`config.mk`:
```
export PLATFORM = sky130hd
export DESIGN_NAME = mwm_bridge
export DESIGN_NICKNAME = d
export VERILOG_FILES = /design/src/mwm_pkg.sv /design/src/mwm_bridge.sv /design/src/mwm_range_match.sv
export VERILOG_INCLUDE_DIRS = /design/src
export SDC_FILE = /design/constraint.sdc
export NUM_CORES = 2
export LEC_CHECK = 0
export BUFFER_PORTS_ARGS = -buffer_cell sky130_fd_sc_hd__buf_2
export CAP_MARGIN = 15
export CORE_MARGIN = 8
export CORE_UTILIZATION = 63
export CTS_CLUSTER_SIZE = 8
export DETAILED_ROUTE_END_ITERATION = 8
export HOLD_SLACK_MARGIN = 0.15
export PLACE_DENSITY = 0.81
export SYNTH_ARGS = -nofsm -noshare
export SYNTH_HDL_FRONTEND = slang
export SYNTH_SLANG_ARGS = --single-unit
```
`constraint.sdc`:
```
create_clock -name ref_clk_i -period 14.3 [get_ports ref_clk_i]
set_input_delay 2.86 -clock ref_clk_i [delete_from_list [all_inputs] [get_ports ref_clk_i]]
set_output_delay 2.86 -clock ref_clk_i [all_outputs]
set_load 0.01 [all_outputs]
```
`src/mwm_map.svh`:
```
/*
  constants of the memory write mirror: address ranges, buffer sizing,
  configuration image layout.
  assumes 32-bit physical addresses on the processor bus.
*/
`ifndef MWM_MAP_SVH
`define MWM_MAP_SVH

// ==========================================================
// main memory range (128 megabyte dynamic memory)
`define MWM_MAIN_BASE 32'h0000_0000
`define MWM_MAIN_LIMIT 32'h0800_0000

// ==========================================================
// device ranges and write buffer
`define MWM_NUM_RANGES 4
`define MWM_BUF_DEPTH 16

// ==========================================================
// configuration image: range k base at word 2k, limit at word 2k+1
`define MWM_CFG_WORDS_PER_RANGE 2
`define MWM_CFG_BASE_SLOT 1'b0
`define MWM_CFG_LIMIT_SLOT 1'b1

`endif

```
`src/mwm_pkg.sv`:
```
/*
  types of the memory write mirror.
  assumes mwm_map.svh is on the include path.
*/
`default_nettype none
package mwm_pkg;
  typedef logic [31:0] mwm_addr_t;
  typedef logic [31:0] mwm_data_t;
  typedef struct packed {
    mwm_addr_t addr;
    mwm_data_t data;
  } mwm_entry_s;
  typedef enum logic [1:0] {
    MWM_CFG_IDLE,
    MWM_CFG_LOAD,
    MWM_CFG_DONE
  } mwm_cfg_e;
endpackage
`default_nettype wire

```
`src/mwm_bridge.sv`:
```
/*
  memory write mirror bridge: on the active card snoops processor writes
  into a write buffer and sends them over the link; on the standby card
  takes link writes and masters them into local memory.
  assumes link and nonvolatile memory ports run on ref_clk_i; role and
  enable switch are asynchronous pins.
*/
`timescale 1ns/10ps
`default_nettype none
`include "mwm_map.svh"

module mwm_bridge #(
  parameter int N = `MWM_NUM_RANGES,
  parameter int DEPTH = `MWM_BUF_DEPTH
) (
  input wire logic ref_clk_i,
  input wire logic reset_i,
  input wire logic role_active_i,
  input wire logic enable_switch_i,
  input wire logic pb_valid_i,
  input wire logic pb_write_i,
  input wire logic pb_dma_i,
  input wire mwm_pkg::mwm_addr_t pb_addr_i,
  input wire mwm_pkg::mwm_data_t pb_data_i,
  output logic pb_stall_o,
  output logic lk_tx_valid_o,
  output mwm_pkg::mwm_addr_t lk_tx_addr_o,
  output mwm_pkg::mwm_data_t lk_tx_data_o,
  input wire logic lk_tx_ready_i,
  input wire logic lk_rx_valid_i,
  input wire mwm_pkg::mwm_addr_t lk_rx_addr_i,
  input wire mwm_pkg::mwm_data_t lk_rx_data_i,
  output logic lk_rx_ready_o,
  output logic bm_req_o,
  output mwm_pkg::mwm_addr_t bm_addr_o,
  output mwm_pkg::mwm_data_t bm_data_o,
  input wire logic bm_ack_i,
  output logic cfg_req_o,
  output logic [$clog2(2*N)-1:0] cfg_addr_o,
  input wire logic cfg_valid_i,
  input wire logic [31:0] cfg_data_i,
  output logic cfg_done_o
);
  import mwm_pkg::*;

  localparam int AW = $clog2(DEPTH);
  localparam int CW = $clog2(2*N);

  // ==========================================================
  // pin synchronisers
  logic act_meta_q, act_q, act_prev_q, sw_meta_q, sw_q, sw_prev_q;
  logic act_meta_d, act_d, act_prev_d, sw_meta_d, sw_d, sw_prev_d;
  logic flush, sw_rise;

  always_comb begin
    act_meta_d = role_active_i;
    act_d = act_meta_q;
    act_prev_d = act_q;
    sw_meta_d = enable_switch_i;
    sw_d = sw_meta_q;
    sw_prev_d = sw_q;
  end

  always_ff @(posedge ref_clk_i) begin
    if (reset_i) begin
      act_meta_q <= 1'b0;
      act_q <= 1'b0;
      act_prev_q <= 1'b0;
      sw_meta_q <= 1'b0;
      sw_q <= 1'b0;
      sw_prev_q <= 1'b0;
    end else begin
      act_meta_q <= act_meta_d;
      act_q <= act_d;
      act_prev_q <= act_prev_d;
      sw_meta_q <= sw_meta_d;
      sw_q <= sw_d;
      sw_prev_q <= sw_prev_d;
    end
  end

  assign flush = act_q ^ act_prev_q;
  // sw_prev_q leaves reset low, so a switch already on at power return rises too
  assign sw_rise = sw_q & ~sw_prev_q;

  // ==========================================================
  // configuration loader
  mwm_cfg_e cfg_st_q, cfg_st_d;
  logic [CW-1:0] cfg_idx_q, cfg_idx_d;
  logic [N-1:0][31:0] base_q, base_d, limit_q, limit_d;

  always_comb begin
    cfg_st_d = cfg_st_q;
    cfg_idx_d = cfg_idx_q;
    base_d = base_q;
    limit_d = limit_q;
    case (cfg_st_q)
      MWM_CFG_IDLE, MWM_CFG_DONE: begin
        if (sw_rise) begin
          cfg_st_d = MWM_CFG_LOAD;
          cfg_idx_d = '0;
        end
      end
      MWM_CFG_LOAD: begin
        if (cfg_valid_i) begin
          if (cfg_idx_q[0] == `MWM_CFG_BASE_SLOT) begin
            base_d[cfg_idx_q[CW-1:1]] = cfg_data_i;
          end else begin
            limit_d[cfg_idx_q[CW-1:1]] = cfg_data_i;
          end
          if (cfg_idx_q == CW'(2*N-1)) begin
            cfg_st_d = MWM_CFG_DONE;
          end else begin
            cfg_idx_d = cfg_idx_q + CW'(1);
          end
        end
      end
      default: cfg_st_d = MWM_CFG_IDLE;
    endcase
  end

  always_ff @(posedge ref_clk_i) begin
    if (reset_i) begin
      cfg_st_q <= MWM_CFG_IDLE;
      cfg_idx_q <= '0;
      base_q <= '0;
      limit_q <= '0;
    end else begin
      cfg_st_q <= cfg_st_d;
      cfg_idx_q <= cfg_idx_d;
      base_q <= base_d;
      limit_q <= limit_d;
    end
  end

  assign cfg_req_o = (cfg_st_q == MWM_CFG_LOAD);
  assign cfg_addr_o = cfg_idx_q;
  assign cfg_done_o = (cfg_st_q == MWM_CFG_DONE);

  // ==========================================================
  // address selection
  logic main_hit, dev_hit;

  mwm_range_match #(.N(N)) i_mwm_range_match (
    .addr_i(pb_addr_i),
    .base_i(base_q),
    .limit_i(limit_q),
    .enable_i(cfg_done_o),
    .main_hit_o(main_hit),
    .dev_hit_o(dev_hit),
    .dev_sel_o()
  );

  logic snoop_sel;
  // only processor writes on the active card, after configuration
  assign snoop_sel = act_q & ~flush & cfg_done_o & pb_valid_i & pb_write_i
                     & ~pb_dma_i
                     & (main_hit | dev_hit);

  // ==========================================================
  // write buffer, shared by both roles, strictly first in first out
  mwm_entry_s mem_q [DEPTH];
  logic [AW:0] wr_q, wr_d, rd_q, rd_d, cnt;
  logic full, empty, push, pop;
  mwm_entry_s push_ent, head;

  assign cnt = wr_q - rd_q;
  assign full = (cnt == (AW+1)'(DEPTH));
  assign empty = (cnt == '0);
  assign head = mem_q[rd_q[AW-1:0]];

  assign pb_stall_o = snoop_sel & full;
  assign lk_rx_ready_o = ~act_q & ~flush & ~full;
  assign lk_tx_valid_o = act_q & ~flush & ~empty;
  assign bm_req_o = ~act_q & ~flush & ~empty;
  assign lk_tx_addr_o = head.addr;
  assign lk_tx_data_o = head.data;
  assign bm_addr_o = head.addr;
  assign bm_data_o = head.data;

  always_comb begin
    push = 1'b0;
    push_ent = '{addr: pb_addr_i, data: pb_data_i};
    if (act_q) begin
      push = snoop_sel & ~full;
    end else begin
      push = lk_rx_valid_i & lk_rx_ready_o;
      push_ent = '{addr: lk_rx_addr_i, data: lk_rx_data_i};
    end
    pop = (lk_tx_valid_o & lk_tx_ready_i) | (bm_req_o & bm_ack_i);
    wr_d = wr_q + (AW+1)'(push);
    rd_d = rd_q + (AW+1)'(pop);
    if (flush) begin
      wr_d = '0;
      rd_d = '0;
    end
  end

  always_ff @(posedge ref_clk_i) begin
    if (reset_i) begin
      wr_q <= '0;
      rd_q <= '0;
    end else begin
      wr_q <= wr_d;
      rd_q <= rd_d;
    end
  end

  always_ff @(posedge ref_clk_i) begin
    if (push) begin
      mem_q[wr_q[AW-1:0]] <= push_ent;
    end
  end

  // ==========================================================
  // checks
  property p_active_target;
    @(posedge ref_clk_i) disable iff (reset_i)
    act_q |-> !bm_req_o;
  endproperty
  a_active_target: assert property (p_active_target) else $error("active card mastered bus");

  property p_standby_master;
    @(posedge ref_clk_i) disable iff (reset_i)
    (!act_q && lk_rx_valid_i && lk_rx_ready_o) |=> (bm_req_o || flush);
  endproperty
  a_standby_master: assert property (p_standby_master) else $error("standby write not driven");

  property p_dev_capture;
    @(posedge ref_clk_i) disable iff (reset_i)
    (act_q && !flush && cfg_done_o && pb_valid_i && pb_write_i && !pb_dma_i && dev_hit && !full)
      |=> (!empty || flush);
  endproperty
  a_dev_capture: assert property (p_dev_capture) else $error("device range write lost");

  property p_no_capture_outside;
    @(posedge ref_clk_i) disable iff (reset_i)
    (act_q && !flush && !(main_hit || dev_hit)) |=> (cnt <= $past(cnt));
  endproperty
  a_no_capture_outside: assert property (p_no_capture_outside) else $error("unselected write buffered");

  property p_tx_content;
    @(posedge ref_clk_i) disable iff (reset_i)
    (act_q && !flush && empty && snoop_sel) |=>
      (flush || (lk_tx_valid_o && lk_tx_addr_o == $past(pb_addr_i) && lk_tx_data_o == $past(pb_data_i)));
  endproperty
  a_tx_content: assert property (p_tx_content) else $error("link word differs from captured write");

  property p_main_mirror;
    @(posedge ref_clk_i) disable iff (reset_i)
    (act_q && !flush && cfg_done_o && pb_valid_i && pb_write_i && !pb_dma_i
      && pb_addr_i < `MWM_MAIN_LIMIT) |-> (pb_stall_o || push);
  endproperty
  a_main_mirror: assert property (p_main_mirror) else $error("main memory write not mirrored");

  property p_dma_skip;
    @(posedge ref_clk_i) disable iff (reset_i)
    (act_q && pb_valid_i && pb_dma_i) |-> !push;
  endproperty
  a_dma_skip: assert property (p_dma_skip) else $error("dma write mirrored");

  property p_cfg_start;
    @(posedge ref_clk_i) disable iff (reset_i)
    $rose(sw_q) |=> (cfg_req_o && !cfg_done_o && cfg_addr_o == '0);
  endproperty
  a_cfg_start: assert property (p_cfg_start) else $error("switch on did not start load");

  property p_order;
    @(posedge ref_clk_i) disable iff (reset_i)
    (!act_q && !flush && cnt == (AW+1)'(1) && pop && lk_rx_valid_i && lk_rx_ready_o)
      |=> (flush || bm_addr_o == $past(lk_rx_addr_i));
  endproperty
  a_order: assert property (p_order) else $error("standby write out of order");
endmodule
`default_nettype wire

```
`src/mwm_range_match.sv`:
```
/*
  address comparison: tells whether an address lies in main memory or in
  one of the configured device ranges.
  assumes ranges are half open, base inclusive and limit exclusive.
*/
`timescale 1ns/10ps
`default_nettype none
`include "mwm_map.svh"

module mwm_range_match #(
  parameter int N = `MWM_NUM_RANGES
) (
  input wire mwm_pkg::mwm_addr_t addr_i,
  input wire logic [N-1:0][31:0] base_i,
  input wire logic [N-1:0][31:0] limit_i,
  input wire logic enable_i,
  output logic main_hit_o,
  output logic dev_hit_o,
  output logic [N-1:0] dev_sel_o
);
  import mwm_pkg::*;

  function automatic logic in_range(mwm_addr_t a, mwm_addr_t lo, mwm_addr_t hi);
    return (a >= lo) && (a < hi);
  endfunction

  // ==========================================================
  // comparators
  assign main_hit_o = in_range(addr_i, `MWM_MAIN_BASE, `MWM_MAIN_LIMIT);

  for (genvar k = 0; k < N; k++) begin : g_rng
    assign dev_sel_o[k] = enable_i & in_range(addr_i, base_i[k], limit_i[k]);
  end

  assign dev_hit_o = |dev_sel_o;
endmodule
`default_nettype wire

```
Word level (Yosys, flattened, before mapping)
Memories as Yosys holds them, arrays and structs flattened. A register that Yosys moved wholly into a read port is not among the register bits.
Cells that the tools add are included.

operators by class
  add/sub/neg operators = 4
  multiply operators = 0
  divide/modulo/power cells = 0
  order comparisons = 12
  equality and inequality tests = 8
  shift operators = 0
  mux-type cells = 17
  bitwise gates (word level) = 30
  reduce and logical (&&, ||, !) cells = 16

operators with widths
  operator                                                       number
  bitwise mux 128 bit                                            2
  >= comparator 32 bit                                           4
  less-than comparator 32 bit                                    4
  demux 32 bit (select 2 bit)                                    1
  two-way mux 64 bit                                             1
  >= comparator 32 x 1 -> 1 bit (second input constant)          1
  less-than comparator 32 x 28 -> 1 bit (second input constant)  1
  two-way mux 32 bit                                             1
  AND 1 bit                                                      20
  adder 5 x 1 -> 5 bit                                           2
  two-way mux 3 bit                                              3
  AND reduction 3 bit                                            3
  inverter 1 bit                                                 7
  logical AND 1 bit                                              6
  two-way mux 2 bit                                              3
  one-hot mux 3 bit (2 select lines)                             1
  equality test 5 bit (second input constant)                    1
  zero test 5 bit                                                1
  subtractor 5 bit                                               1
  two-way mux 4 bit                                              1
  inequality test 2 x 1 -> 1 bit (second input constant)         2
  inequality test 2 bit (second input constant)                  2
  one-hot mux 2 bit (2 select lines)                             1
  AND reduction 4 bit                                            1
  13 further kinds                                               17

word-level totals
  flip-flop bits (word level) = 277
  bits in latches = 0
  RAM bits = 1024
  memory bits (read-only) = 0
  bits of input ports = 171
  output and inout bits = 137
  word-level logic and storage cells = 106
  memories kept = 1

memory list
  name   depth  bits a word  read ports  clocked after memory_dff  wr ports  RTL line           text
  mem_q  16     64           1           1                         1         mwm_bridge.sv:162  mwm_entry_s mem_q [DEPTH];

Depth between registers and ports, before layout
  word-level depth = 12
  depth in mapped cells = 19
  depth with buffers taken out = 15

Modules after synthesis
Synthesis repeated with hierarchy kept, for this count alone.

second synthesis, totals
  cell total of the unflattened synthesis = 4085
  area total of the unflattened synthesis = 56736.9 µm²

modules (own cells, without submodules)
  module           times used  cells an instance  area an instance (µm²)  seq. area each (µm²)
  mwm_bridge       1           3223               50503.4                 36294.8
  mwm_range_match  1           862                6233.5                  0.0

Worst setup path before layout
No wires, ideal clock.

  kind = input port to flip-flop
  start = in pb_addr_i[13]
  end = mem mem_q[0][0] in the netlist's numbering (enable)
  library setup time = 507 ps
  data arrival time = 7571 ps
  data required time = 13793 ps
  setup slack = 6221 ps
  stages on the path = 9
  path buffers = 0
  cell sequence = ha_1 > nand4_1 > nor4_1 > a32oi_1 > a211oi_1 > nor2_1 > o32ai_2 > o2111ai_4 > a21oi_1

between the ends
  longest elaborated chain between the ends = 10
  elaborated cells on any way between the ends = 26
  those cells by class = order compare: 10; mux: 3; bitwise: 7; reduce/logical: 6

RTL lines
  item                                                                        RTL line               text
  start, declared                                                             mwm_bridge.sv:23       input wire mwm_pkg::mwm_addr_t pb_addr_i,
  >= comparator 32 bit / less-than comparator 32 bit (equally long branches)  mwm_range_match.sv:24  return (a >= lo) && (a < hi);
  logical AND 1 bit                                                           mwm_range_match.sv:24
  AND 1 bit                                                                   mwm_range_match.sv:32  assign dev_sel_o[k] = enable_i & in_range(addr_i, base_i[k], limit_i[k]);
  OR reduction 4 bit                                                          mwm_range_match.sv:35  assign dev_hit_o = |dev_sel_o;
  OR 1 bit *                                                                  mwm_bridge.sv:158      & (main_hit | dev_hit);
  AND 1 bit *                                                                 mwm_bridge.sv:158
  AND 1 bit *                                                                 mwm_bridge.sv:185      push = snoop_sel & ~full;
  two-way mux 1 bit *                                                         mwm_bridge.sv:184      if (act_q) begin
  two-way mux 1 bit *                                                         mwm_bridge.sv:210      if (push) begin
  two-way mux 1 bit (not written as such) *                                   mwm_bridge.sv:211      mem_q[wr_q[AW-1:0]] <= push_ent;
  end, declared                                                               mwm_bridge.sv:162

Every way passes the cells marked *; elsewhere a longest branch is shown, timed or not.

Final worst setup path
  start = in pb_addr_i[7]
  end = out pb_stall_o

between the ends
  longest elaborated chain between the ends = 7
  elaborated cells on any way between the ends = 23
  those cells by class = order compare: 10; bitwise: 7; reduce/logical: 6

RTL lines
  item                                                                        RTL line               text
  >= comparator 32 bit / less-than comparator 32 bit (equally long branches)  mwm_range_match.sv:24
  logical AND 1 bit                                                           mwm_range_match.sv:24
  AND 1 bit                                                                   mwm_range_match.sv:32
  OR reduction 4 bit                                                          mwm_range_match.sv:35
  OR 1 bit *                                                                  mwm_bridge.sv:158
  AND 1 bit *                                                                 mwm_bridge.sv:158
  AND 1 bit *                                                                 mwm_bridge.sv:172      assign pb_stall_o = snoop_sel & full;
  end, declared                                                               mwm_bridge.sv:25       output logic pb_stall_o,

Marked as above.

==> run summary <==
Final Setup Violations: 0
drt drc: 0
Root Buffer: clkbuf_16
combinational share of power: 0.145
Clock Path Buffers: 3
# hold bufs at CTS: 0
Post-CTS Setup Inserts: 0
CTS Buf Count: 181
I/O Buffers: 307
Final ANT Viol Nets: 0
Ports: 308
Skew-Pair Late Insertion Delay: 0.79 ns
Setup WS post-layout: 5.34 ns
Placer Congestion: 0.879
Hold Path Depth: 1
min Tclk post-route: 8.96 ns
Slew @ Worst Pin: 1.18 ns
drt wl/cell: 29.6 um
DRT iter0 DRCs: 4243
Cells after Synth: 3751
worst path required time: 11.44 ns
warnings from Yosys: 0
first-pass GRT wire length: 229000 um
Finished Cell Area: 63400 sq um
RSZ-0062 raised after global routing: false
Max FO, Critical Path: 9
Initial Util: 0.635
Seq/Total Area, Yosys: 0.647
R2R setup slack: 8.17 ns
Hold Path Class: reg -> reg
Sw Ratio: 0.254
final hold slack: 0.435 ns
row cnt: 109
Pint: 0.00712 W
Post-DP HPWL: 82800 um
MaxCap Viol Count: 0
height of the chip: 314 um
Synth async-reset ratio: 0
total wire length: 156000 um
Post-CTS Resized: 0
worst ir drop on vdd: 0.135 mV
Total GRT Usage: 0.313
Place WS: 5.41 ns
synthesized area per cell: 14.9 sq um
CTS tree: done
Leak Pwr: 20.7 nW
NetSw: 0.00242 W
EDFF count, synth: 1024
gr ovfl total: 0
DP Area: 58300 sq um
Sink Count: 1301
P per Cell Area: 150 nW/um^2
WS Path Type: in -> out
vias in the first global route: 35800
setup_tns: 0 ns
kind of launch point of the worst setup path: primary input
Critical R2R Capture: mem_q[4][29]$_DFFE_PP_
Core Box Area: 88200 sq um
period utilization: 0.626
Area Overhead vs Synth: 13.2%
syn nets: 4186
critical path capture point type: primary output
initial antenna violation count: 6
via count: 34500
arrival time at the worst endpoint: 6.10 ns
width of the chip: 314 um
Sequential Power Share: 0.443
Synth Register Bits: 1301
Final Max Tran Viols: 0
layout cell share with drive strength beyond 1: 0.239
die area: 98800 sq um
Top FF cell, synth: edfxtp_1
Clock Skew: 0.0455 ns
Worst slew margin: 0.211
Post-Syn Area: 56100 sq um
RR Startpoint: rd_q[1]$_SDFF_PP0_
pin count of the biggest net entering global routing: 133
clock power share: 0.412
Clk pin slew, worst setup/hold paths: 0.05 ns
Worst R2R Path Depth: 11
library cells used by synthesis: 66
Final nets: 4467
most frequent cells in the layout: edfxtp_1 (1024), nand2_1 (586), a21oi_1 (344)
Hold Path Sink: sw_prev_d$_SDFF_PP0_
HP Start: sw_d$_SDFF_PP0_
CTS H-tree lvls: 4
DRT Pass-1 Iters: 7
status: finished clean
Fmax: 112 MHz
commonest non-fill, non-tap cell in the layout: edfxtp_1
final hold violation count: 0
Filler cells: 5213
vias per inst: 6.55
==> logic make-up after synthesis <==
logic type / synth area share
buffers and inverters: 0.0415
adders and majority gates: 0.0589
and+or+nand+nor: 0.0588
AOI/OAI and AO/OA: 0.0506
xor gates and xnor gates: 0.00125
DFF: 0.647
muxes: 0.141
==> final cells by class <==
class | instances | area, sq um | share of cell area
flip-flops and latches | 1301 | 36300 | 0.572
multi-input cells | 1928 | 17600 | 0.278
clock buffers | 239 | 4770 | 0.0752
repair buffers | 361 | 1980 | 0.0311
well taps | 1165 | 1460 | 0.0230
inverters | 259 | 977 | 0.0154
clock inverters | 16 | 315 | 0.00497
diodes | 5 | 12.5 | 0.000197
==> worst max-delay path by stage <==
| stage | startpoint | end | slack (ns) |
|---|---|---|---|
| global placement | pb_addr_i[7] | pb_stall_o | 5.57 |
| finish | pb_addr_i[7] | pb_stall_o | 5.34 |
| detailed placement | pb_addr_i[7] | pb_stall_o | 5.41 |
| floorplan | pb_addr_i[13] | mem_q[0][0]$_DFFE_PP_ | 6.22 |
| global route | pb_addr_i[7] | pb_stall_o | 5.33 |
| CTS | pb_addr_i[7] | pb_stall_o | 5.36 |
==> cell usage after synthesis, types with 3 or more instances <==
cell type  instances  area share
a221o_1            3     0.00054
inv_1            259       0.017
buf_1             28      0.0019
xnor2_1            4     0.00062
nor2b_1           14      0.0016
clkbuf_1         129      0.0086
o21ai_0           45      0.0040
and2_1            10      0.0011
a21oi_1          351       0.031
nor4_1             6     0.00067
a221oi_1           7      0.0011
and4_1             8      0.0013
dfxtp_1          277       0.099
buf_4             92       0.012
nor3b_1            4     0.00054
nand3_1           26      0.0023
mux4_2           320        0.13
nor2_1            47      0.0031
xor2_1             4     0.00062
o21a_1             6     0.00080
a21oi_2            9      0.0014
edfxtp_1        1024        0.55
buf_2             13      0.0012
a21o_1            18      0.0024
mux2_2            64       0.013
nand2b_1          12      0.0013
o211ai_1           6     0.00080
a211oi_1           9      0.0012
a31oi_1            6     0.00067
nand2_1          586       0.039
o21ai_1            3     0.00027
o2111ai_1          3     0.00047
ha_1             264       0.059
nor3_1             9     0.00080
a211o_1            4     0.00062
nand4_1           31      0.0035
nand3b_1           6     0.00080
and3_1             6     0.00067
==> critical path, stage by stage <==
cell and delay, ns:
buf_2 0.27, ha_1 0.31, and2_1 0.19, a221oi_1 0.33, o21ai_0 0.30, a21oi_1 0.39, o21ai_0 0.23, o22ai_2 0.30
nor2_1 0.12, nor3b_1 0.54, buf_2 0.25
==> flip-flops by register name, summed over array words and instances (netlist names), 2 cells and up <==
signal      count
base_q        128
mem_q        1024
wr_q            5
limit_q       128
cfg_st_q        2
rd_q            5
cfg_addr_o      3
==> routing by layer <==
metal,up-vias,GRT usage,part of all wire
li1,14500,-,-
met1,17300,0.391,0.36
met2,2261,0.531,0.50
met3,489,0.0635,0.098
met4,4,0.135,0.045
met5,-,0,0.00016
==> power groups by stage <==
stage / Clock (W) / Sequential, W / Combinational, W
4_1_cts: 0.00396 / 0.00423 / 0.00139
2_1_floorplan: 0 / 0.00426 / 0.00102
3_3_place_gp: 0 / 0.00428 / 0.00130
6_report: 0.00393 / 0.00422 / 0.00138
5_1_grt: 0.00410 / 0.00423 / 0.00146
3_5_place_dp: 0 / 0.00429 / 0.00134
==> metrics by stage <==
stage,power (W),utilization,std cells
after global routing,0.00978,0.719,5270
final,0.00954,0.719,5274
after CTS,0.00958,0.719,5269
after detailed placement,0.00563,0.661,5014
after global placement,0.00559,0.661,5014
after floorplan,0.00528,-,3751
(Power assumes the default switching activity.)
